--- config.mk ---
export PLATFORM = sky130hd
export DESIGN_NAME = spdt_store
export DESIGN_NICKNAME = d
export VERILOG_FILES = /design/src/design/spdt_pkg.sv /design/src/design/spdt_dec_if.sv /design/src/design/spdt_store.sv /design/src/design/spdt_time_dec.sv
export SDC_FILE = /design/constraint.sdc
export NUM_CORES = 2
export LEC_CHECK = 0
export BUFFER_PORTS_ARGS = -buffer_cell sky130_fd_sc_hd__buf_2
export CAP_MARGIN = 5
export CORE_ASPECT_RATIO = 0.8
export CORE_MARGIN = 10
export CORE_UTILIZATION = 64
export DETAILED_ROUTE_END_ITERATION = 6
export PLACE_DENSITY_LB_ADDON = 0.05
export SETUP_SLACK_MARGIN = 0.2
export SKIP_LAST_GASP = 1
export SLEW_MARGIN = 20
export SYNTH_ARGS = -nofsm -noshare
export SYNTH_HDL_FRONTEND = slang
export SYNTH_SLANG_ARGS = --single-unit
--- constraint.sdc ---
create_clock -name mclk_in -period 6.25 [get_ports mclk_in]
set_clock_uncertainty 0.2 [all_clocks]
set_input_delay 0 -clock mclk_in [delete_from_list [all_inputs] [get_ports mclk_in]]
set_output_delay 0 -clock mclk_in [all_outputs]
set_load 0.01 [all_outputs]
--- src/design/spdt_pkg.sv ---
// constants for the presence-detect timing and feature store
package spdt_pkg;
    // ------------------------------------------------------------
    // store geometry and bus map
    // ------------------------------------------------------------
    localparam int ADDR_W = 10;
    localparam int STORE_DEPTH = 128;
    localparam int TIMING_BYTES = 4;
    localparam logic [9:0] ADDR_CTRL = 10'h200;
    localparam logic [9:0] ADDR_STATUS = 10'h204;
    localparam logic [9:0] ADDR_DECODE = 10'h208;
    localparam logic [1:0] RESP_OKAY = 2'h0;
    localparam logic [1:0] RESP_SLVERR = 2'h2;
    // ------------------------------------------------------------
    // byte indices inside the store (byte address is four times)
    // ------------------------------------------------------------
    localparam logic [6:0] IDX_CA_SETUP = 7'h20;
    localparam logic [6:0] IDX_CA_HOLD = 7'h21;
    localparam logic [6:0] IDX_DATA_SETUP = 7'h22;
    localparam logic [6:0] IDX_DATA_HOLD = 7'h23;
    localparam logic [6:0] IDX_REVISION = 7'h3E;
    localparam logic [6:0] IDX_CHECKSUM = 7'h3F;
    localparam logic [6:0] IDX_ID_FIRST = 7'h40;
    localparam logic [6:0] IDX_ID_LAST = 7'h47;
    localparam logic [6:0] IDX_LOCATION = 7'h48;
    localparam logic [6:0] IDX_PART_FIRST = 7'h49;
    localparam logic [6:0] IDX_PART_LAST = 7'h5A;
    localparam logic [6:0] IDX_REVCODE_FIRST = 7'h5B;
    localparam logic [6:0] IDX_REVCODE_LAST = 7'h5C;
    localparam logic [6:0] IDX_SERIAL_FIRST = 7'h5F;
    localparam logic [6:0] IDX_SERIAL_LAST = 7'h62;
    localparam logic [6:0] IDX_VENDOR_FIRST = 7'h63;
    localparam logic [6:0] IDX_VENDOR_LAST = 7'h7D;
    localparam logic [6:0] IDX_HOST_FREQ = 7'h7E;
    localparam logic [6:0] IDX_FLAGS = 7'h7F;
    // ------------------------------------------------------------
    // field layouts and codes
    // ------------------------------------------------------------
    localparam int SIGN_BIT = 7;
    localparam logic [3:0] DIGIT_MAX = 4'h9;
    localparam logic [7:0] WHOLE_SCALE = 8'h0A;
    localparam logic [7:0] FREQ_100 = 8'h64;
    localparam logic [7:0] FREQ_66 = 8'h66;
    localparam int FLAG_TEMP_BIT = 3;
    localparam int FLAG_AP_BIT = 0;
    localparam logic [1:0] CAS3_ONLY = 2'h2;
    localparam logic [1:0] CAS2_ALSO = 2'h3;
    localparam int CTRL_UNLOCK_BIT = 0;
    localparam int CTRL_IDPROT_BIT = 1;
    localparam logic [1:0] CTRL_RESET = 2'h2;
    localparam logic [7:0] TIMING_RESET = 8'h00;
    localparam logic [7:0] FLAGS_RESET = 8'h00;
endpackage : spdt_pkg

--- src/design/spdt_dec_if.sv ---
// carrier between the store and one signed timing byte decoder
`timescale 1ns/1ns
`default_nettype none
interface spdt_dec_if;
    logic [7:0] raw;
    logic negative;
    logic [2:0] whole;
    logic [3:0] tenth;
    logic reserved_enc;
    logic [7:0] total;
    modport dec (input raw, output negative, whole, tenth, reserved_enc, total);
    modport user (output raw, input negative, whole, tenth, reserved_enc, total);
endinterface : spdt_dec_if
`default_nettype wire

--- src/design/spdt_store.sv ---
// presence-detect store with timing decode, checksum and axi4-lite access
//
// Register access over AXI4-Lite was left to the implementer.
`timescale 1ns/1ns
`default_nettype none
module spdt_store #(
    // arbitrary revision value, load the real one over the bus
    parameter logic [7:0] REVISION_CODE = 8'h10,
    parameter logic [7:0] HOST_FREQ_RESET = 8'h64
) (
    input wire logic mclk_in,
    input wire logic rst_in,
    input wire logic [9:0] s_axi_awaddr_in,
    input wire logic s_axi_awvalid_in,
    output logic s_axi_awready_out,
    input wire logic [31:0] s_axi_wdata_in,
    input wire logic [3:0] s_axi_wstrb_in,
    input wire logic s_axi_wvalid_in,
    output logic s_axi_wready_out,
    output logic [1:0] s_axi_bresp_out,
    output logic s_axi_bvalid_out,
    input wire logic s_axi_bready_in,
    input wire logic [9:0] s_axi_araddr_in,
    input wire logic s_axi_arvalid_in,
    output logic s_axi_arready_out,
    output logic [31:0] s_axi_rdata_out,
    output logic [1:0] s_axi_rresp_out,
    output logic s_axi_rvalid_out,
    input wire logic s_axi_rready_in,
    output logic module_clock_in_zero_out,
    output logic module_clock_in_one_out,
    output logic module_clock_in_two_out,
    output logic module_clock_in_three_out,
    output logic temp_grade_a_out,
    output logic cas_latency_three_support_out,
    output logic cas_latency_two_support_out,
    output logic concurrent_autoprecharge_support_out,
    output logic host_freq_100_out,
    output logic host_freq_66_out,
    output logic [3:0] reserved_encoding_out
);
    // ------------------------------------------------------------
    // storage and control state
    // ------------------------------------------------------------
    logic [7:0] store_r [spdt_pkg::STORE_DEPTH];
    logic [1:0] ctrl_r;
    logic [9:0] aw_addr_r;
    logic [7:0] w_data_r;
    logic w_lane0_r;
    logic [7:0] dec_total [spdt_pkg::TIMING_BYTES];
    logic [3:0] dec_rsvd;
    logic wr_fire;
    logic [6:0] wr_idx;
    logic wr_store_ok;
    logic wr_ctrl;
    logic id_range;
    logic rev_bcd_ok;
    logic freq_known;
    logic [31:0] rd_word;
    logic rd_err;

    // ------------------------------------------------------------
    // timing byte decoders
    // ------------------------------------------------------------
    // four consecutive timing bytes
    for (genvar g = 0; g < spdt_pkg::TIMING_BYTES; g++)
    begin : g_dec
        localparam logic [6:0] IDX = 7'(spdt_pkg::IDX_CA_SETUP + g);
        spdt_dec_if dbus ();
        assign dbus.raw = store_r[IDX];
        spdt_time_dec u_dec (
            .bus(dbus)
        );
        assign dec_total[g] = dbus.total;
        assign dec_rsvd[g] = dbus.reserved_enc;
    end

    // ------------------------------------------------------------
    // write path decode
    // ------------------------------------------------------------
    assign wr_fire = !s_axi_awready_out && !s_axi_wready_out && !s_axi_bvalid_out;
    assign wr_idx = aw_addr_r[8:2];
    // identity regions guarded separately from the rest
    assign id_range = wr_idx >= spdt_pkg::IDX_ID_FIRST && wr_idx <= spdt_pkg::IDX_VENDOR_LAST;
    // checksum byte is owned by hardware, never written directly
    assign wr_store_ok = !aw_addr_r[9] && ctrl_r[spdt_pkg::CTRL_UNLOCK_BIT]
        && wr_idx != spdt_pkg::IDX_CHECKSUM && !(ctrl_r[spdt_pkg::CTRL_IDPROT_BIT] && id_range);
    assign wr_ctrl = aw_addr_r == spdt_pkg::ADDR_CTRL;

    // ------------------------------------------------------------
    // write address and data channels
    // ------------------------------------------------------------
    always_ff @(posedge mclk_in)
    begin
        if (rst_in)
        begin
            s_axi_awready_out <= 1'b1;
            aw_addr_r <= 10'h000;
        end
        else if (s_axi_awvalid_in && s_axi_awready_out)
        begin
            s_axi_awready_out <= 1'b0;
            aw_addr_r <= s_axi_awaddr_in;
        end
        else if (wr_fire)
        begin
            s_axi_awready_out <= 1'b1;
        end
    end

    always_ff @(posedge mclk_in)
    begin
        if (rst_in)
        begin
            s_axi_wready_out <= 1'b1;
            w_data_r <= 8'h00;
            w_lane0_r <= 1'b0;
        end
        else if (s_axi_wvalid_in && s_axi_wready_out)
        begin
            s_axi_wready_out <= 1'b0;
            w_data_r <= s_axi_wdata_in[7:0];
            w_lane0_r <= s_axi_wstrb_in[0];
        end
        else if (wr_fire)
        begin
            s_axi_wready_out <= 1'b1;
        end
    end

    always_ff @(posedge mclk_in)
    begin
        if (rst_in)
        begin
            s_axi_bvalid_out <= 1'b0;
            s_axi_bresp_out <= spdt_pkg::RESP_OKAY;
        end
        else if (wr_fire)
        begin
            s_axi_bvalid_out <= 1'b1;
            s_axi_bresp_out <= (wr_store_ok || wr_ctrl) ? spdt_pkg::RESP_OKAY : spdt_pkg::RESP_SLVERR;
        end
        else if (s_axi_bready_in)
        begin
            s_axi_bvalid_out <= 1'b0;
        end
    end

    always_ff @(posedge mclk_in)
    begin
        if (rst_in)
        begin
            ctrl_r <= spdt_pkg::CTRL_RESET;
        end
        else if (wr_fire && wr_ctrl && w_lane0_r)
        begin
            ctrl_r <= w_data_r[1:0];
        end
    end

    // ------------------------------------------------------------
    // byte store with running checksum
    // ------------------------------------------------------------
    always_ff @(posedge mclk_in)
    begin
        if (rst_in)
        begin
            for (int k = 0; k < spdt_pkg::STORE_DEPTH; k++)
            begin
                store_r[k] <= spdt_pkg::TIMING_RESET;
            end
            store_r[spdt_pkg::IDX_REVISION] <= REVISION_CODE;
            // only the revision byte is nonzero below the checksum
            store_r[spdt_pkg::IDX_CHECKSUM] <= REVISION_CODE;
            store_r[spdt_pkg::IDX_HOST_FREQ] <= HOST_FREQ_RESET;
            store_r[spdt_pkg::IDX_FLAGS] <= spdt_pkg::FLAGS_RESET;
        end
        else if (wr_fire && wr_store_ok && w_lane0_r)
        begin
            store_r[wr_idx] <= w_data_r;
            // swap old byte for new in the sum
            if (wr_idx < spdt_pkg::IDX_CHECKSUM)
            begin
                store_r[spdt_pkg::IDX_CHECKSUM] <= store_r[spdt_pkg::IDX_CHECKSUM] - store_r[wr_idx] + w_data_r;
            end
        end
    end

    // ------------------------------------------------------------
    // read path
    // ------------------------------------------------------------
    // both revision nibbles must be decimal digits
    assign rev_bcd_ok = store_r[spdt_pkg::IDX_REVISION][7:4] <= spdt_pkg::DIGIT_MAX
        && store_r[spdt_pkg::IDX_REVISION][3:0] <= spdt_pkg::DIGIT_MAX;
    assign freq_known = store_r[spdt_pkg::IDX_HOST_FREQ] == spdt_pkg::FREQ_100
        || store_r[spdt_pkg::IDX_HOST_FREQ] == spdt_pkg::FREQ_66;

    always_comb
    begin
        rd_word = 32'h0000_0000;
        rd_err = 1'b0;
        if (!s_axi_araddr_in[9])
        begin
            rd_word[7:0] = store_r[s_axi_araddr_in[8:2]];
        end
        else if (s_axi_araddr_in == spdt_pkg::ADDR_CTRL)
        begin
            rd_word[1:0] = ctrl_r;
        end
        else if (s_axi_araddr_in == spdt_pkg::ADDR_STATUS)
        begin
            rd_word[5:0] = {freq_known, rev_bcd_ok, dec_rsvd};
        end
        else if (s_axi_araddr_in == spdt_pkg::ADDR_DECODE)
        begin
            rd_word = {dec_total[3], dec_total[2], dec_total[1], dec_total[0]};
        end
        else
        begin
            rd_err = 1'b1;
        end
    end

    always_ff @(posedge mclk_in)
    begin
        if (rst_in)
        begin
            s_axi_arready_out <= 1'b1;
            s_axi_rvalid_out <= 1'b0;
            s_axi_rdata_out <= 32'h0000_0000;
            s_axi_rresp_out <= spdt_pkg::RESP_OKAY;
        end
        else if (s_axi_arvalid_in && s_axi_arready_out)
        begin
            s_axi_arready_out <= 1'b0;
            s_axi_rvalid_out <= 1'b1;
            s_axi_rdata_out <= rd_word;
            s_axi_rresp_out <= rd_err ? spdt_pkg::RESP_SLVERR : spdt_pkg::RESP_OKAY;
        end
        else if (s_axi_rvalid_out && s_axi_rready_in)
        begin
            s_axi_arready_out <= 1'b1;
            s_axi_rvalid_out <= 1'b0;
        end
    end

    // ------------------------------------------------------------
    // feature flag and frequency outputs
    // ------------------------------------------------------------
    always_ff @(posedge mclk_in)
    begin
        if (rst_in)
        begin
            module_clock_in_zero_out <= 1'b0;
            module_clock_in_one_out <= 1'b0;
            module_clock_in_two_out <= 1'b0;
            module_clock_in_three_out <= 1'b0;
            temp_grade_a_out <= 1'b0;
            cas_latency_three_support_out <= 1'b0;
            cas_latency_two_support_out <= 1'b0;
            concurrent_autoprecharge_support_out <= 1'b0;
            host_freq_100_out <= 1'b0;
            host_freq_66_out <= 1'b0;
            reserved_encoding_out <= 4'h0;
        end
        else
        begin
            // set bit means the clock input is wired
            module_clock_in_zero_out <= store_r[spdt_pkg::IDX_FLAGS][7];
            module_clock_in_one_out <= store_r[spdt_pkg::IDX_FLAGS][6];
            module_clock_in_two_out <= store_r[spdt_pkg::IDX_FLAGS][5];
            module_clock_in_three_out <= store_r[spdt_pkg::IDX_FLAGS][4];
            temp_grade_a_out <= store_r[spdt_pkg::IDX_FLAGS][spdt_pkg::FLAG_TEMP_BIT];
            cas_latency_three_support_out <= store_r[spdt_pkg::IDX_FLAGS][2:1] == spdt_pkg::CAS3_ONLY
                || store_r[spdt_pkg::IDX_FLAGS][2:1] == spdt_pkg::CAS2_ALSO;
            cas_latency_two_support_out <= store_r[spdt_pkg::IDX_FLAGS][2:1] == spdt_pkg::CAS2_ALSO;
            concurrent_autoprecharge_support_out <= store_r[spdt_pkg::IDX_FLAGS][spdt_pkg::FLAG_AP_BIT];
            host_freq_100_out <= store_r[spdt_pkg::IDX_HOST_FREQ] == spdt_pkg::FREQ_100;
            host_freq_66_out <= store_r[spdt_pkg::IDX_HOST_FREQ] == spdt_pkg::FREQ_66;
            // flag tenths codes the reader must reject
            reserved_encoding_out <= dec_rsvd;
        end
    end

    // ------------------------------------------------------------
    // checks
    // ------------------------------------------------------------
    logic [7:0] full_sum;
    logic [7:0] mag0;

    always_comb
    begin
        full_sum = 8'h00;
        for (int k = 0; k < int'(spdt_pkg::IDX_CHECKSUM); k++)
        begin
            full_sum = full_sum + store_r[k];
        end
    end
    assign mag0 = dec_total[0][7] ? 8'(-dec_total[0]) : dec_total[0];
endmodule : spdt_store
`default_nettype wire

--- src/design/spdt_time_dec.sv ---
// decoder of one signed setup or hold timing byte
`timescale 1ns/1ns
`default_nettype none
module spdt_time_dec (
    spdt_dec_if.dec bus
);
    logic [7:0] mag;

    always_comb
    begin
        bus.negative = bus.raw[spdt_pkg::SIGN_BIT];
        bus.whole = bus.raw[6:4];
        bus.tenth = bus.raw[3:0];
        bus.reserved_enc = bus.raw[3:0] > spdt_pkg::DIGIT_MAX;
        mag = 8'({5'h00, bus.raw[6:4]} * spdt_pkg::WHOLE_SCALE) + {4'h0, bus.raw[3:0]};
        // reserved tenths give no time at all rather than a bogus one
        if (bus.reserved_enc)
        begin
            bus.total = 8'h00;
        end
        else if (bus.negative)
        begin
            bus.total = 8'(-mag);
        end
        else
        begin
            bus.total = mag;
        end
    end
endmodule : spdt_time_dec
`default_nettype wire
==> impl_metrics.ini <==
[setup_path]
cp_common_cell = mux4_2
crit_arrival_ps = 6140
worst-path-max-fanout = 11
cp_slowest_stage_delay_ps = 680
required_ps = 6590
start_kind = flop
slowest_stage = dfxtp_4
path_cells = buf_16 > buf_4 > mux4_2 > mux4_2 > mux4_2 > nand2_1 > nand2_1 > fa_1 > inv_1 > ha_1 > a21o_1 > a21oi_1 > o21bai_1 > a2111oi_0 > nor4_1 > or3_1 > a21oi_1
path_class = flop to flop
endpoint_kind = flop

[job]
maxCapViolations = 0

[synthesis]
synth-edff-count = 1024
syn_inst = 4292
syn_avg_cell_area_sq_um = 14.1
synth.distinct_cells = 76
yosysWarnings = 0
yosys-top-cells-area = edfxtp_1 51%, mux4_2 22%, nor3_1 5.7%
async_flop_share_pct = 0
syn-cell-area_sq_um = 60300
synth_top_area_share_pct = 51.0
ys_ff_latch = 1105
synthFlopType = edfxtp_1
yosysTopAreaCell = edfxtp_1
yosysMostFrequentCell = edfxtp_1
yosys-top-cells-count = 1024 x edfxtp_1, 685 x nor3_1, 586 x mux4_2
seq_area_frac_synth_pct = 53.6

[sta]
slew_violations = 0
finalSetupTns_ps = 0
setup_viol = 0
rsz0062_at_grt = false
period_share_pct = 92.9
worst_pin_slew_ps = 1290
period_needed_ps = 5810
maxSlewHeadroom_pct = 14.0
hold_viol = 0
fmax_ghz = 0.172
holdWs_ps = 25.8

[die]
core_sq_um = 93300
dieWidth_um = 363
dieHeight_um = 295
io_pins = 118
row_count = 100
dieArea_sq_um = 107000
start_util_pct = 64.6

[cts]
htree_levels = 3
clk_pin_slew_worst_paths_ps = 70
cts_tree = yes
cts_sinks = 1105
cts_root_buffer = clkbuf_16
cts.repair.resized = 0
cts_buffers = 109
clk_latency_ps = 710
cts_buffer_depth = 3

[cells_and_area]
regArea_sq_um = 32400
layout-drive-gt1-share_pct = 26.8
multi_input_area_sq_um = 25600
post-route-util_pct = 71.0
num-nets-final = 4330
nFillCells = 6145
area_delta_synth_final_pct = 9.90

[route]
routed_wl_um = 197000
drt_pre_antenna_iters = 7
drc = 1
via_per_inst = 7.61
ant_nets = 0
wire_per_inst_um = 35.6
first_iter_violations = 6950
vias = 42208

[run_status]
violations = DRC
status = finished with violations

[global_routing]
grt_usage_pct = 36.7
grt_overflow = 0
grt_pass1_vias = 40126
grt_pass1_wl_um = 284000
grt_max_degree = 101
grt_antenna_before_repair = 15

[power]
ir_drop_mv = 0.242
leakage_nw = 22.7
p_per_area_nw_per_um2 = 267

[hold_path]
hp-class = input pin to flop

[placed_design]
dp_hpwl_um = 129000
port_buffers = 88
gp_congestion = 0.964
==> registers in the layout, indices dropped and copies added (netlist names), 2 cells and up, named ones only <==
register,cells
aw_addr_r,10
ctrl_r,2
reserved_encoding_out,4
s_axi_rdata_out,32
store_r,1024
w_data_r,8
==> worst paths after layout <==
path	startpoint	end	slack, ps	cells past startpoint
min	s_axi_awaddr_in[6]	flop	30	4
min reg2reg	s_axi_rdata_out[23]	s_axi_rdata_out[23]	260	2
max	flop	store_r[63][7]	440	17
max reg2reg	flop	store_r[63][7]	440	17
==> what timing repair did <==
action | CTS | global route
endpoints found under the setup margin | 0 | 1
buffers inserted | 0 | 1
hold buffers | 78 | 0
hold endpoints to repair | 118 | 0
==> power breakdown <==
part / leakage (nW) / internal, mW / switching (mW)
Clock: 1.84 / 4.00 / 2.96
Sequential: 11.2 / 8.30 / 0.214
Combinational: 9.60 / 0.886 / 1.34
==> placed cells by master (no fill, tap or decap), types with 11 or more instances in the layout <==
cell,instances
nand2_1,115
and2_1,228
or2_2,89
ha_1,36
clkinv_2,22
buf_4,140
dlygate4sd3_1,78
mux2i_1,84
a21o_1,35
clkbuf_16,112
bufinv_16,15
a21oi_1,54
mux2_2,12
nor3_1,684
nor2_1,148
nor4_1,16
dfxtp_1,75
o21ai_0,43
and3_1,126
diode_2,11
clkbuf_1,18
inv_1,54
edfxtp_1,1024
mux4_2,586
clkinv_1,17
nor2b_1,26
a22oi_1,38
nand3_1,28
o21bai_1,20
xor2_1,15
buf_12,22
xnor2_1,28
a221oi_1,22
buf_2,84
fa_1,11
==> layout make-up <==
| class | instances | share of cell area [%] |
|---|---|---|
| inverter | 63 | 0.383 |
| timing repair buffer | 328 | 4.16 |
| tap | 1224 | 2.31 |
| sequential | 1105 | 48.8 |
| antenna | 11 | 0.0415 |
| clock buffer | 138 | 4.49 |
| clock inverter | 67 | 1.13 |
| multi-input combinational | 2613 | 38.6 |
==> metal layers <==
layer	wire (um)	GRT usage (%)	vias to the layer above	share of wire, %
li1	-	-	16790	-
met1	69400	49.9	21345	35
met2	86500	53.1	3480	44
met3	31300	13.4	581	16
met4	10300	16.2	12	5.2
met5	67	0	-	0.034
==> metrics by stage <==
step / std cells / instance area [sq um] / power [mW] / setup WS [ps]
floorplan: 4293 / 60300 / 9.95 / 929
global placement: 5254 / 61700 / 10.7 / 456
detailed placement: 5254 / 61700 / 10.7 / 472
CTS: 5537 / 66200 / 17.6 / 451
global route: 5542 / 66300 / 18.0 / 213
finish: 5549 / 66300 / 17.7 / 442
==> critical path: cells and delay by family, from the launching register on <==
family,cells,cell delay (ps)
mux,3,1590
compound gates,5,1240
fa+ha+maj,2,760
flops,1,680
simple gates,4,680
buf+inv,3,470
==> kinds of logic after synthesis <==
family	share of synthesized area [%]
fa+ha+maj	1.11
xor+xnor	0.624
other cells	0.00621
mux	23.5
flops	53.6
simple gates	13.3
compound gates	3.63
buf+inv	4.15
(Power assumes the default switching activity.)
